--- src/logic/rsev_cfg.svh ---
// timing, register map and reset constants of the reset and vector block
`ifndef RSEV_CFG_SVH
`define RSEV_CFG_SVH
// clock rate and times in their own units, cycle counts derived
`define RSEV_CLK_KHZ     20000
`define RSEV_HALT_MS     4000
`define RSEV_HALT_CYC    (`RSEV_HALT_MS * `RSEV_CLK_KHZ)
`define RSEV_DEAD_MS     1000
`define RSEV_DEAD_CYC    (`RSEV_DEAD_MS * `RSEV_CLK_KHZ)
`define RSEV_HOLD_CYC    8'd16
// register byte offsets
`define RSEV_A_STATUS    8'h00
`define RSEV_A_RANDOM    8'h04
`define RSEV_A_WIRED     8'h08
`define RSEV_A_CONFIG    8'h0c
`define RSEV_A_CTRL      8'h10
`define RSEV_A_VECREQ    8'h14
`define RSEV_A_VECLO     8'h18
`define RSEV_A_VECHI     8'h1c
`define RSEV_A_CAUSE     8'h20
// status register fields and reset value
`define RSEV_ST_BEV      22
`define RSEV_ST_TS       21
`define RSEV_ST_SR       20
`define RSEV_ST_ERL      2
`define RSEV_ST_EXL      1
`define RSEV_STATUS_RST  32'h0040_0004
`define RSEV_CFG_RST     32'h0002_4000
`define RSEV_RAND_MAX    5'h1f
`define RSEV_WIRED_RST   5'h00
// control register fields
`define RSEV_C_DMEN      0
`define RSEV_C_DMCLR     1
`define RSEV_C_HALTCLR   2
`define RSEV_C_SHUT      3
`define RSEV_C_MODE64    4
// bus responses
`define RSEV_RESP_OK     2'h0
`define RSEV_RESP_ERR    2'h2
// vector bases and offsets, sign-extended form
`define RSEV_B_RESET     64'hffff_ffff_bfc0_0000
`define RSEV_B_UNCACHED  64'hffff_ffff_a000_0000
`define RSEV_B_BOOT      64'hffff_ffff_bfc0_0200
`define RSEV_B_NORMAL    64'hffff_ffff_8000_0000
`define RSEV_O_RESET     64'h0000
`define RSEV_O_CERR      64'h0100
`define RSEV_O_TLB       64'h0000
`define RSEV_O_EXTENDED_TRANSLATION_MISS      64'h0080
`define RSEV_O_OTHER     64'h0180
`endif

--- src/logic/rsev_pkg.sv ---
// types shared by the reset and vector block
package rsev_pkg;
  // sequencer states
  typedef enum logic [1:0] {
    rsev_run    = 2'b00,
    rsev_hold   = 2'b01,
    rsev_vector = 2'b10,
    rsev_off    = 2'b11
  } rsev_state_e;
  // exception classes for vector lookup
  typedef enum logic [2:0] {
    rsev_cls_reset = 3'b000,
    rsev_cls_cerr  = 3'b001,
    rsev_cls_tlb   = 3'b010,
    rsev_cls_extended_translation_miss  = 3'b011,
    rsev_cls_other = 3'b100
  } rsev_class_e;
  // cause of the last reset
  typedef enum logic [2:0] {
    rsev_cause_rtc      = 3'b000,
    rsev_cause_switch   = 3'b001,
    rsev_cause_deadman  = 3'b010,
    rsev_cause_shutdown = 3'b011,
    rsev_cause_halt     = 3'b100
  } rsev_cause_e;
endpackage : rsev_pkg

--- src/logic/rsev_timeout.sv ---
// timeout counter used by the boot halt timer and the deadman watchdog
`timescale 1ns/1ps
`include "rsev_cfg.svh"
module rsev_timeout #(
  parameter int unsigned LIMIT = `RSEV_HALT_CYC
) (
  input  wire logic i_clk,
  input  wire logic i_rst,
  input  wire logic i_clear,
  input  wire logic i_run,
  output logic      o_expired
);
  import rsev_pkg::*;
  // 27 bits covers the four second count at 20 MHz
  typedef struct packed {
    logic [26:0] cnt;      // cycles elapsed
    logic        expired;  // one-cycle pulse at the limit
  } rsev_tmr_s;
  rsev_tmr_s s;
  rsev_tmr_s next_s;

  // count while running, clear wins over counting
  always_comb
  begin
    next_s         = s;
    next_s.expired = 1'b0;
    if (i_clear)
      next_s.cnt = '0;
    else if (i_run)
    begin
      if (s.cnt == 27'(LIMIT - 1))
      begin
        next_s.cnt     = '0;
        next_s.expired = 1'b1;
      end
      else
        next_s.cnt = s.cnt + 27'd1;
    end
  end

  // state register
  always_ff @(posedge i_clk)
  begin
    if (i_rst)
      s <= '0;
    else
      s <= next_s;
  end

  assign o_expired = s.expired;
endmodule : rsev_timeout

--- src/logic/rsev_vec_gen.sv ---
// exception vector lookup: base by class and bootstrap select plus offset
`timescale 1ns/1ps
`include "rsev_cfg.svh"
module rsev_vec_gen (
  input  wire rsev_pkg::rsev_class_e i_class,
  input  wire logic                  i_bev,
  input  wire logic                  i_exl,
  input  wire logic                  i_mode64,
  output logic [63:0]                o_vector
);
  import rsev_pkg::*;
  logic [63:0] base;  // selected base, sign-extended
  logic [63:0] off;   // class offset
  logic [63:0] sum;   // final 64-bit address

  // class decode; a translation miss under exl falls to the general vector
  always_comb
  begin
    unique case (i_class)
      rsev_cls_reset:
      begin
        base = `RSEV_B_RESET;
        off  = `RSEV_O_RESET;  // RQ1
      end
      rsev_cls_cerr:
      begin
        base = i_bev ? `RSEV_B_BOOT : `RSEV_B_UNCACHED;
        off  = `RSEV_O_CERR;  // RQ2
      end
      rsev_cls_tlb:
      begin
        base = i_bev ? `RSEV_B_BOOT : `RSEV_B_NORMAL;
        off  = i_exl ? `RSEV_O_OTHER : `RSEV_O_TLB;  // RQ3
      end
      rsev_cls_extended_translation_miss:
      begin
        base = i_bev ? `RSEV_B_BOOT : `RSEV_B_NORMAL;
        off  = i_exl ? `RSEV_O_OTHER : `RSEV_O_EXTENDED_TRANSLATION_MISS;  // RQ4
      end
      default:
      begin
        // codes 5..7 are not classes; treated as general exceptions
        base = i_bev ? `RSEV_B_BOOT : `RSEV_B_NORMAL;
        off  = `RSEV_O_OTHER;  // RQ4
      end
    endcase
    sum      = base + off;  // RQ18
    // 32-bit mode reports only the low word
    o_vector = i_mode64 ? sum : {32'h0, sum[31:0]};  // RQ5
  end
endmodule : rsev_vec_gen

--- src/logic/rsev_top.sv ---
// reset source sequencer, core reset values and vector unit with axi4-lite
// What this block does
// RQ1: reset and nmi vector bfc00000, bootstrap forced
// RQ2: cache error offset 0x100, base by bootstrap
// RQ3: translation miss, exl zero, offset zero
// RQ4: extended miss 0x80, all others 0x180
// RQ5: 32-bit mode uses 32-bit bases
// RQ6: rtc pin reset fully initializes everything
// RQ7: pin and watchdog resets skip self-refresh
// RQ8: after reset take bus, fetch reset vector
// RQ9: switch reset spares rtc timer and power
// RQ10: watchdog not cleared in time resets device
// RQ11: shutdown: self-refresh, power off, then reset
// RQ12: halt timer uncleared four seconds resets device
// RQ13: reset clears translation shutdown, soft reset flags
// RQ14: reset sets error level and bootstrap select
// RQ15: random loads 31, wired loads zero
// RQ16: config reset value on defined bits
// RQ17: wired cleared on every reset
// RQ18: vector is base plus offset, sign-extended; 32-bit mode zero-fills the high word
//
// The address map and the AXI4-Lite slave port are this design's own decisions.
`timescale 1ns/1ps
`include "rsev_cfg.svh"
module rsev_top #(
  parameter int unsigned HALT_CYC = `RSEV_HALT_CYC,
  parameter int unsigned DEAD_CYC = `RSEV_DEAD_CYC
) (
  input  wire logic                 i_clk,
  input  wire logic                 i_rst,
  input  wire logic                 i_rtc_domain_reset_pin,
  input  wire logic                 i_reset_switch_pin,
  input  wire logic                 i_awvalid,
  input  wire logic [7:0]           i_awaddr,
  input  wire logic                 i_wvalid,
  input  wire logic [31:0]          i_wdata,
  input  wire logic [3:0]           i_wstrb,
  input  wire logic                 i_bready,
  input  wire logic                 i_arvalid,
  input  wire logic [7:0]           i_araddr,
  input  wire logic                 i_rready,
  output logic                      o_awready,
  output logic                      o_wready,
  output logic                      o_bvalid,
  output logic [1:0]                o_bresp,
  output logic                      o_arready,
  output logic                      o_rvalid,
  output logic [31:0]               o_rdata,
  output logic [1:0]                o_rresp,
  output logic                      o_core_reset,
  output logic                      o_bus_master,
  output logic                      o_fetch_strobe,
  output logic [63:0]               o_fetch_vector,
  output logic                      o_main_power_output,
  output logic                      o_dram_self_refresh,
  output rsev_pkg::rsev_cause_e     o_reset_cause
);
  import rsev_pkg::*;

  // whole block state
  typedef struct packed {
    rsev_state_e st;       // sequencer state
    logic [7:0]  hold;     // cycles spent in reset hold
    logic [1:0]  rtc_sy;   // rtc pin synchroniser
    logic [1:0]  sw_sy;    // switch pin synchroniser
    logic [31:0] status;   // core status register
    logic [4:0]  random;   // replacement index
    logic [4:0]  wired;    // wired boundary
    logic [31:0] core_cfg; // core configuration
    logic        dm_en;    // watchdog enabled
    logic        dm_kick;  // watchdog clear pulse
    logic        halt_arm; // halt timer still waiting
    logic        mode64;   // 64-bit addressing
    logic [2:0]  vclass;   // requested exception class
    logic [63:0] vec;      // looked-up vector
    rsev_cause_e cause;    // last reset cause
    logic        core_rst; // core held in reset
    logic        bus_mst;  // bus mastership taken
    logic        fetch;    // reset fetch pulse
    logic        main_power_output;   // main power output
    logic        selfref;  // dram self-refresh request
    logic        awready;  // axi write address ready
    logic        wready;   // axi write data ready
    logic        aw_hold;  // address taken
    logic        w_hold;   // data taken
    logic [7:0]  waddr;    // latched write address
    logic [31:0] wdata;    // latched write data
    logic [3:0]  wstrb;    // latched byte lanes
    logic        bvalid;   // write answer
    logic [1:0]  bresp;    // write answer code
    logic        arready;  // axi read address ready
    logic        rvalid;   // read answer
    logic [31:0] rdata;    // read data
    logic [1:0]  rresp;    // read answer code
  } rsev_top_s;
  rsev_top_s s;
  rsev_top_s next_s;

  logic        halt_exp;  // halt timer ran out
  logic        dead_exp;  // watchdog ran out
  logic [63:0] vg_vec;    // lookup result
  logic        do_wr;     // both halves of a write are in
  logic        shut_req;  // shutdown command written

  // mapped, word-aligned offsets; shared by read and write decode
  function automatic logic rsev_mapped(input logic [7:0] a);
    rsev_mapped = (a[1:0] == 2'b00) && (a <= `RSEV_A_CAUSE);
  endfunction : rsev_mapped

  // byte-lane merge of a write into an old value
  function automatic logic [31:0] rsev_merge(input logic [31:0] o,
                                             input logic [31:0] d,
                                             input logic [3:0]  b);
    rsev_merge = o;
    for (int i = 0; i < 4; i++)
      if (b[i])
        rsev_merge[8*i +: 8] = d[8*i +: 8];
  endfunction : rsev_merge

  // read decode; unmapped reads return zero
  function automatic logic [31:0] rsev_read(input logic [7:0] a,
                                            input rsev_top_s  t);
    unique case (a)
      `RSEV_A_STATUS: rsev_read = t.status;
      `RSEV_A_RANDOM: rsev_read = {27'h0, t.random};
      `RSEV_A_WIRED:  rsev_read = {27'h0, t.wired};
      `RSEV_A_CONFIG: rsev_read = t.core_cfg;
      `RSEV_A_CTRL:   rsev_read = {27'h0, t.mode64, 1'b0, t.halt_arm,
                                   1'b0, t.dm_en};
      `RSEV_A_VECREQ: rsev_read = {29'h0, t.vclass};
      `RSEV_A_VECLO:  rsev_read = t.vec[31:0];
      `RSEV_A_VECHI:  rsev_read = t.vec[63:32];
      `RSEV_A_CAUSE:  rsev_read = {29'h0, t.cause};
      default:        rsev_read = 32'h0;
    endcase
  endfunction : rsev_read

  // boot halt timer: starts when the rtc pin releases
  rsev_timeout #(.LIMIT(HALT_CYC)) u_halt (
    .i_clk     (i_clk),
    .i_rst     (i_rst),
    .i_clear   (s.rtc_sy[1]),
    .i_run     (s.halt_arm),
    .o_expired (halt_exp)
  );

  // deadman watchdog: counts only while software keeps it enabled
  rsev_timeout #(.LIMIT(DEAD_CYC)) u_dead (
    .i_clk     (i_clk),
    .i_rst     (i_rst),
    .i_clear   (s.dm_kick | ~s.dm_en),
    .i_run     (s.dm_en),
    .o_expired (dead_exp)
  );

  // vector lookup; the reset class is forced outside normal running
  rsev_vec_gen u_vec (
    .i_class  (s.st == rsev_run ? rsev_class_e'(s.vclass) : rsev_cls_reset),
    .i_bev    (s.status[`RSEV_ST_BEV]),
    .i_exl    (s.status[`RSEV_ST_EXL]),
    .i_mode64 (s.mode64),
    .o_vector (vg_vec)
  );

  assign do_wr = s.aw_hold & s.w_hold & ~s.bvalid;

  // next-state logic: bus slave, register writes, reset sequencer
  always_comb
  begin
    next_s         = s;
    shut_req       = 1'b0;
    next_s.rtc_sy  = {s.rtc_sy[0], i_rtc_domain_reset_pin};
    next_s.sw_sy   = {s.sw_sy[0], i_reset_switch_pin};
    next_s.dm_kick = 1'b0;
    next_s.vec     = vg_vec;                                    // RQ18
    // write channels: each half is taken on its own, in either order
    next_s.awready = i_awvalid & ~s.awready & ~s.aw_hold & ~s.bvalid;
    next_s.wready  = i_wvalid & ~s.wready & ~s.w_hold & ~s.bvalid;
    if (i_awvalid && s.awready)
    begin
      next_s.aw_hold = 1'b1;
      next_s.waddr   = i_awaddr;
    end
    if (i_wvalid && s.wready)
    begin
      next_s.w_hold = 1'b1;
      next_s.wdata  = i_wdata;
      next_s.wstrb  = i_wstrb;
    end
    if (s.bvalid && i_bready)
      next_s.bvalid = 1'b0;
    // the write lands once both halves are in
    if (do_wr)
    begin
      next_s.aw_hold = 1'b0;
      next_s.w_hold  = 1'b0;
      next_s.bvalid  = 1'b1;
      next_s.bresp   = rsev_mapped(s.waddr) ? `RSEV_RESP_OK : `RSEV_RESP_ERR;
      // core registers take writes only while running
      if (s.st == rsev_run)
      begin
        unique case (s.waddr)
          `RSEV_A_STATUS:
            next_s.status = rsev_merge(s.status, s.wdata, s.wstrb);
          `RSEV_A_WIRED:
            if (s.wstrb[0])
              next_s.wired = s.wdata[4:0];
          `RSEV_A_CONFIG:
            next_s.core_cfg = rsev_merge(s.core_cfg, s.wdata, s.wstrb);
          `RSEV_A_CTRL:
            if (s.wstrb[0])
            begin
              next_s.dm_en   = s.wdata[`RSEV_C_DMEN];
              next_s.dm_kick = s.wdata[`RSEV_C_DMCLR];
              next_s.mode64  = s.wdata[`RSEV_C_MODE64];
              if (s.wdata[`RSEV_C_HALTCLR])
                next_s.halt_arm = 1'b0;
              shut_req = s.wdata[`RSEV_C_SHUT];
            end
          `RSEV_A_VECREQ:
            if (s.wstrb[0])
            begin
              next_s.vclass = s.wdata[2:0];
              // an nmi request forces the bootstrap vectors
              if (s.wdata[2:0] == 3'(rsev_cls_reset))
                next_s.status[`RSEV_ST_BEV] = 1'b1;           // RQ1
            end
          default:
            next_s.vclass = s.vclass;  // read-only or unmapped
        endcase
      end
    end
    // read channel: one read in flight, answer the cycle after taking
    if (s.rvalid && i_rready)
      next_s.rvalid = 1'b0;
    next_s.arready = i_arvalid & ~s.arready & ~s.rvalid;
    if (i_arvalid && s.arready)
    begin
      next_s.rvalid = 1'b1;
      next_s.rdata  = rsev_read(i_araddr, s);
      next_s.rresp  = rsev_mapped(i_araddr) ? `RSEV_RESP_OK : `RSEV_RESP_ERR;
    end
    // sequencer; the rtc pin outranks every other source
    unique case (s.st)
      rsev_hold:
      begin
        // core registers sit at their reset values while held
        next_s.status = `RSEV_STATUS_RST;                       // RQ13 RQ14
        next_s.random = `RSEV_RAND_MAX;                         // RQ15
        next_s.wired  = `RSEV_WIRED_RST;                        // RQ15 RQ17
        next_s.core_cfg = `RSEV_CFG_RST;                        // RQ16
        next_s.vclass = 3'(rsev_cls_reset);
        next_s.mode64 = 1'b0;
        next_s.hold   = s.hold + 8'd1;
        if (s.hold == `RSEV_HOLD_CYC - 8'd1)
        begin
          next_s.st    = rsev_vector;
          next_s.fetch = 1'b1;                                  // RQ8
        end
      end
      rsev_vector:
      begin
        // release the core onto the bus at the reset vector
        next_s.st       = rsev_run;
        next_s.fetch    = 1'b0;
        next_s.core_rst = 1'b0;
        next_s.bus_mst  = 1'b1;                                 // RQ8
      end
      rsev_run:
      begin
        // random walks down to the wired boundary and wraps
        if (s.random <= s.wired)
          next_s.random = `RSEV_RAND_MAX;
        else
          next_s.random = s.random - 5'd1;
      end
      rsev_off:
        next_s.st = rsev_off;  // powered down until a pin reset
    endcase
    // reset sources in priority order
    if (s.rtc_sy[1])
    begin
      next_s.st       = rsev_hold;                              // RQ6
      next_s.cause    = rsev_cause_rtc;
      next_s.halt_arm = 1'b1;
      next_s.main_power_output   = 1'b1;
      next_s.selfref  = 1'b0;                                   // RQ7
    end
    else if (s.sw_sy[1])
    begin
      // rtc timer and power state survive; power is back if it was off
      next_s.st      = rsev_hold;                               // RQ9
      next_s.cause   = rsev_cause_switch;
      next_s.main_power_output  = 1'b1;
      next_s.selfref = 1'b0;                                    // RQ7
    end
    else if (s.st != rsev_off && dead_exp)
    begin
      next_s.st      = rsev_hold;                               // RQ10
      next_s.cause   = rsev_cause_deadman;
      next_s.selfref = 1'b0;                                    // RQ7
    end
    else if (s.st != rsev_off && halt_exp)
    begin
      next_s.st       = rsev_hold;                              // RQ12
      next_s.cause    = rsev_cause_halt;
      next_s.halt_arm = 1'b0;
    end
    else if (shut_req)
    begin
      next_s.st      = rsev_off;                                // RQ11
      next_s.cause   = rsev_cause_shutdown;
      next_s.selfref = 1'b1;
      next_s.main_power_output  = 1'b0;
    end
    // any reset entry restarts the hold and drops the bus
    if (next_s.st inside {rsev_hold, rsev_off} && s.st != next_s.st)
    begin
      next_s.hold     = 8'h00;
      next_s.core_rst = 1'b1;
      next_s.bus_mst  = 1'b0;
      next_s.fetch    = 1'b0;
      next_s.dm_en    = 1'b0;
    end
    if (s.rtc_sy[1])
      next_s.hold = 8'h00;  // stay held while the pin is asserted
  end

  // state register; reset behaves like an rtc pin reset
  always_ff @(posedge i_clk)
  begin
    if (i_rst)
    begin
      s          <= '0;
      s.st       <= rsev_hold;                                  // RQ6
      s.core_rst <= 1'b1;
      s.halt_arm <= 1'b1;
      s.main_power_output   <= 1'b1;
    end
    else
      s <= next_s;
  end

  assign o_awready           = s.awready;
  assign o_wready            = s.wready;
  assign o_bvalid            = s.bvalid;
  assign o_bresp             = s.bresp;
  assign o_arready           = s.arready;
  assign o_rvalid            = s.rvalid;
  assign o_rdata             = s.rdata;
  assign o_rresp             = s.rresp;
  assign o_core_reset        = s.core_rst;
  assign o_bus_master        = s.bus_mst;
  assign o_fetch_strobe      = s.fetch;
  assign o_fetch_vector      = s.vec;
  assign o_main_power_output = s.main_power_output;
  assign o_dram_self_refresh = s.selfref;
  assign o_reset_cause       = s.cause;
endmodule : rsev_top

--- config.mk ---
export PLATFORM = sky130hd
export DESIGN_NAME = rsev_top
export DESIGN_NICKNAME = d
export VERILOG_FILES = /design/src/logic/rsev_pkg.sv /design/src/logic/rsev_timeout.sv /design/src/logic/rsev_vec_gen.sv /design/src/logic/rsev_top.sv
export VERILOG_INCLUDE_DIRS = /design/src /design/src/logic
export SDC_FILE = /design/constraint.sdc
export NUM_CORES = 1
export LEC_CHECK = 0
export BUFFER_PORTS_ARGS = -buffer_cell sky130_fd_sc_hd__buf_2
export CAP_MARGIN = 20
export CORE_UTILIZATION = 40
export CTS_BUF_LIST = sky130_fd_sc_hd__clkbuf_8
export CTS_CLUSTER_DIAMETER = 40
export CTS_CLUSTER_SIZE = 8
export DETAILED_ROUTE_END_ITERATION = 6
export GPL_ROUTABILITY_DRIVEN = 0
export HOLD_SLACK_MARGIN = 0.12
export RECOVER_POWER = 50
export SKIP_LAST_GASP = 1
export SLEW_MARGIN = 15
export SYNTH_ARGS = -nofsm -noshare
export SYNTH_HDL_FRONTEND = slang
export SYNTH_SLANG_ARGS = --single-unit
--- constraint.sdc ---
create_clock -name i_clk -period 5.35 [get_ports i_clk]
set_input_delay 0.8025 -clock i_clk [delete_from_list [all_inputs] [get_ports i_clk]]
set_output_delay 0.8025 -clock i_clk [all_outputs]
set_load 0.1 [all_outputs]
== Yosys cells after proc, flatten, opt, wreduce, memory -nomap -nowiden ==
Index checks and enable logic that the tools add are counted.
Storage, ports and cells
  input port bits: 61
  memory bits (read-only): 0
  RAM bits: 0
  bits in latches: 0
  output and inout port bits: 113
  logic and storage cells: 238
  memories: 0
  register bits: 310
Operators by class
  multipliers: 0
  reduce and logical (&&, ||, !) cells: 62
  add/sub/neg operators: 5
  div/mod/pow operators: 0
  shift operators: 0
  mux-type cells: 62
  equality and inequality tests: 29
  bitwise logic cells: 27
  magnitude comparators: 3
Operators by type and width (count)
  case mux 32 bit (9 select lines): 1
  case mux 64 bit (4 select lines): 1
  case mux 64 bit (2 select lines): 1
  two-way mux 23 bit: 3
  adder 64 bit: 1
  AND reduction 4 bit: 14
  adder 27 x 1 -> 27 bit (second input constant): 2
  two-way mux 27 bit: 2
  two-way mux 25 bit: 2
  == test 8 x 5 -> 1 bit (second input constant): 6
  == test 8 x 4 -> 1 bit (second input constant): 5
  two-way mux 18 bit: 2
  two-way mux 35 bit: 1
  two-way mux 8 bit: 4
  two-way mux 30 bit: 1
  two-way mux 29 bit: 1
  == test 27 x 25 -> 1 bit (second input constant): 1
  == test 27 bit (second input constant): 1
  nonzero test 2 bit: 12
  two-way mux 22 bit: 1
  two-way mux 2 bit: 10
  two-way mux 3 bit: 6
  two-way mux 9 bit: 2
  less-or-equal comparator 8 x 6 -> 1 bit (second input constant): 2
  other kinds (35): 106

== Logic depth before layout (Yosys ltp) ==
  depth in word-level cells: 13
  gate-level depth with buffers: 8
  gate-level depth less buffers: 7

== By module ==
From an unflattened synthesis, not the netlist that was laid out.
Unflattened totals
  cell total of the unflattened synthesis: 1537
  area total of the unflattened synthesis: 13779.5 sq um
Modules (own cells, without submodules)
  rsev_top: sequential area each 5044.8 sq um, instances 1, cells each 1157, area an instance 10520.1 sq um
  rsev_timeout at u_dead: sequential area each 560.5 sq um, instances 1, cells each 151, area an instance 1412.6 sq um
  rsev_timeout at u_halt: sequential area each 560.5 sq um, instances 1, cells each 160, area an instance 1345.0 sq um
  rsev_vec_gen: sequential area each 0.0 sq um, instances 1, cells each 69, area an instance 501.7 sq um

== Worst setup path after synthesis ==
OpenSTA, ideal clock, no wires.
  kind: input-to-reg
  start: in i_araddr[3]
  end: reg s, in the netlist o_rdata[31]
  data arrival time: 2305 ps
  path buffers: 1
  setup slack: 2985 ps
  cell stages on the path: 6
  setup time: 60 ps
  required time: 5290 ps
  cells stage by stage: nor4_2 > nand2b_1 > a211o_1 > nor2_1 > clkbuf_1 > a22o_1
Between the ends
  longest elaborated chain between the ends: 2
  elaborated cells on any way between the ends: 10
  classes of those cells: eq/ne (8); mux (1); reduce/logical (1)
Ends and longest elaborated chain
  start, declared: line rsev_top.sv:40  | input wire logic [7:0] i_araddr,
  == test 8 x 6 -> 1 bit, or another cell as far along: line rsev_top.sv:123  | unique case (a)
  case mux 32 bit (9 select lines) (*): line rsev_top.sv:123
  end signal, assigned: line rsev_top.sv:341  | s <= next_s;
  end, declared: line rsev_top.sv:96  | rsev_top_s s;
Every way passes the cells marked *; elsewhere a longest branch is shown, timed or not.
A chain may end at the register's enable or synchronous reset.

== Worst setup path after layout ==
  start: in i_rst
  end: reg s[225] (netlist name)
Between the ends
  longest elaborated chain between the ends: 1
Ends and longest elaborated chain
  start, declared: line rsev_top.sv:30  | input wire logic i_rst,
  OR reduction 2 bit (no line)
No other way between the ends.

==> flow_metrics.env <==
export IMPL_cts_repair_resized=0
export IMPL_clkLatencyLatePin_ps=530
export IMPL_pwr_per_cell_area_mw_per_mm2=306.2
export IMPL_async_flop_share_pct=0
export IMPL_most_instantiated_flip_flop_cell_in_the_synthesis_netlist="sky130_fd_sc_hd__dfxtp_1"
export IMPL_mappedNetlistArea_mm2=0.01118
export IMPL_fmax_mhz=273.3
export IMPL_worst_endpoint_required_ps=5750
export IMPL_place_detailed_hpwl_mm=18.89
export IMPL_cts_buffers=41
export IMPL_clk_path_buf_depth=3
export IMPL_die_width_um=169.2
export IMPL_min_delay_worst_endpoint="o_core_reset"
export IMPL_clockRootBuffer="sky130_fd_sc_hd__clkbuf_8"
export IMPL_p_leak_nw=4.705
export IMPL_finalPower_mw=3.741
export IMPL_cp_arrival_ps=4060
export IMPL_fin_area_mm2=0.01222
export IMPL_num_nets_final=1407
export IMPL_number_of_synthesized_flops_with_an_enable_pin=0
export IMPL_cts_htree_levels=2
export IMPL_cts_hold_buf=0
export IMPL_cts_tree="done"
export IMPL_maxSlewViolCount=77
export IMPL_holdPathStages=1
export IMPL_std_cell_rows=60
export IMPL_die_h_um=169.2
export IMPL_final_min_clock_period_ps=3659
export IMPL_worst_r2r_setup_slack_ps=2640
export IMPL_drive_above_1_share_pct=13.00
export IMPL_groute_usage_overall_pct=18.61
export IMPL_synth_seq_cells=251
export IMPL_post_dp_cell_area_mm2=0.01157
export IMPL_synth_area_top_cells="sky130_fd_sc_hd__dfxtp_1 (45%), sky130_fd_sc_hd__buf_4 (6.9%), sky130_fd_sc_hd__mux2i_1 (5.7%)"
export IMPL_synthToLayoutAreaGrowth_pct=9.315
export IMPL_core_area_mm2=0.02718
export IMPL_maximum_fanout_encountered_on_the_critical_timing_path=43
export IMPL_grt_pass1_wl_mm=43.05
export IMPL_grt_setup_unrepaired="false"
export IMPL_yosys_area_top_type="sky130_fd_sc_hd__dfxtp_1"
export IMPL_leading_cell_types_by_count_after_synthesis="sky130_fd_sc_hd__dfxtp_1 (251), sky130_fd_sc_hd__nor2_1 (158), sky130_fd_sc_hd__nand2_1 (149)"
export IMPL_period_share_pct=68.40
export IMPL_vias=8693
export IMPL_drc=0
export IMPL_finalSetupViolCount=0
export IMPL_cp_end_kind="register"
export IMPL_run_status="finished, violations left"
export IMPL_top_level_ports=174
export IMPL_global_route_overflow_total=0
export IMPL_max_slew_margin_rel_pct=-33.55
export IMPL_postSynthCellCount=1272
export IMPL_final_setup_skew_ps=18.02
export IMPL_number_of_antenna_violations_at_the_first_check_in_global_routing=0
export IMPL_seq_area_frac_synth_pct=44.96
export IMPL_numPortBuffers=151
export IMPL_initial_core_util_pct=41.12
export IMPL_vias_per_cell=5.037
export IMPL_power_ir_vdd_worst_mv=0.1632
export IMPL_ant_nets=0
export IMPL_register_to_register_path_depth=5
export IMPL_maxCapViolations=2
export IMPL_antenna_diode_count=0
export IMPL_final_hold_violation_count=0
export IMPL_wirelength_mm=26.98
export IMPL_timing_worst_setup_path_type="in2reg"
export IMPL_timing_hold_worst_start="o_core_reset"
export IMPL_failed_checks="max-capacitance violations, max-slew violations"
export IMPL_dieArea_mm2=0.02861
export IMPL_postCtsSetupBuffers=0
export IMPL_setup_tns_ps=0
export IMPL_num_fill_cells=2724
export IMPL_routed_wire_length_per_instance_um=15.63
export IMPL_clock_sinks=251
export IMPL_pin_count_of_the_biggest_net_entering_global_routing=44
export IMPL_utilization_after_layout_pct=44.95
export IMPL_worstReg2RegStart="s[82]"
export IMPL_drt_iter0_markers=534
export IMPL_worst_slew_pin_slew_ps=2003
export IMPL_worstSetupStartpointType="input port"
export IMPL_yosysWarnings=0
export IMPL_clk_transition_reported_paths_ps=60
export IMPL_synth_top_cell_area_share_pct=44.96
export IMPL_syn_avg_cell_area_um2=8.786
export IMPL_min_path_type="reg2reg"
export IMPL_vias_in_the_first_global_route=8171
export IMPL_critical_path_reg2reg_endpoint="s[249]"
export IMPL_drt_pre_antenna_iters=5
export IMPL_number_of_distinct_library_cells_after_synthesis=59
export IMPL_synth_most_common_cell="sky130_fd_sc_hd__dfxtp_1"
==> cells in the final DEF, fill, tap and decap left out, drive strengths merged, types with 10 or more instances in the layout <==
cell type / netlist / final
mux2i: 64 / 64
buf: 115 / 99
clkbuf: 45 / 104
nor4: 13 / 13
a22oi: 30 / 30
xor2: 33 / 33
nor2b: 12 / 12
inv: 20 / 28
conb: 1 / 22
a21oi: 81 / 81
a22o: 31 / 31
and3: 18 / 18
nor4b: 10 / 10
o21ai: 35 / 35
nand4: 22 / 22
nand2: 149 / 149
nor2: 158 / 158
nand3: 44 / 44
nor3: 19 / 19
xnor2: 24 / 24
dfxtp: 251 / 251
==> flip-flops by register name, indices dropped and copies added (netlist names), 2 cells and up <==
| signal | cells |
|---|---|
| u_halt.s | 27 |
| o_reset_cause | 3 |
| next_s | 2 |
| s | 139 |
| o_fetch_vector | 7 |
| u_dead.s | 27 |
| o_rdata | 32 |
==> final cells by class <==
class | instances | area (um2) | area share, %
flip-flops and latches | 251 | 5025 | 41.13
clock buffers | 42 | 578.1 | 4.732
multi-input cells | 862 | 5175 | 42.36
well taps | 372 | 465.4 | 3.810
inverters | 20 | 75.07 | 0.6145
clock inverters | 18 | 145.1 | 1.188
repair buffers | 161 | 753.2 | 6.166
==> metal layers <==
layer / wire [um] / up-vias / global-route usage [%]
met5: 0 / - / 0
met4: 429 / 0 / 4.740
met3: 1178 / 37 / 3.055
met2: 12540 / 190 / 31.04
met1: 12830 / 4069 / 24.94
li1: - / 4397 / -
==> logic make-up after synthesis <==
family	count (synthesis)	share of synthesized area (%)
mux	70	6.639
xor+xnor	57	4.467
fa+ha+maj	9	1.008
compound gates	211	11.95
simple gates	493	21.41
other cells	1	0.03355
flops	251	44.96
buf+inv	180	9.539
==> report_power, final <==
group / switching [mW] / total [mW] / internal, mW / leakage (nW)
combinational: 0.203 / 0.258 / 0.0548 / 2.28
clock: 0.740 / 1.56 / 0.820 / 0.394
sequential: 0.0284 / 1.92 / 1.89 / 2.03
total: 0.972 / 3.74 / 2.77 / 4.71
==> worst max-delay path, cell delays in order <==
cell                       delay, ps
sky130_fd_sc_hd__clkbuf_1        270
sky130_fd_sc_hd__clkbuf_1       1240
sky130_fd_sc_hd__inv_1           280
sky130_fd_sc_hd__nand2_1         790
sky130_fd_sc_hd__buf_4           540
sky130_fd_sc_hd__nor2_1          110
==> stage by stage <==
step	hold slack (ps)	setup WS, ps	instances
after detailed placement	437.2	1966	1665
after global routing	471.8	1352	1726
after global placement	432.5	2033	1665
final	450.6	1691	1726
after floorplan	413.8	2985	1293
after CTS	450.7	2520	1725
==> worst max path at each step <==
stage                     start  depth (start not counted)  slack, ps          end
floorplan           i_araddr[3]                          6       2990  o_rdata[31]
global placement    i_araddr[3]                          8       2030  o_rdata[26]
detailed placement  i_araddr[3]                          8       1970  o_rdata[26]
CTS                 i_araddr[3]                          8       2520  o_rdata[25]
global route              i_rst                          6       1350       s[234]
finish                    i_rst                          6       1690       s[225]
Power figures use the tool's default switching activity.
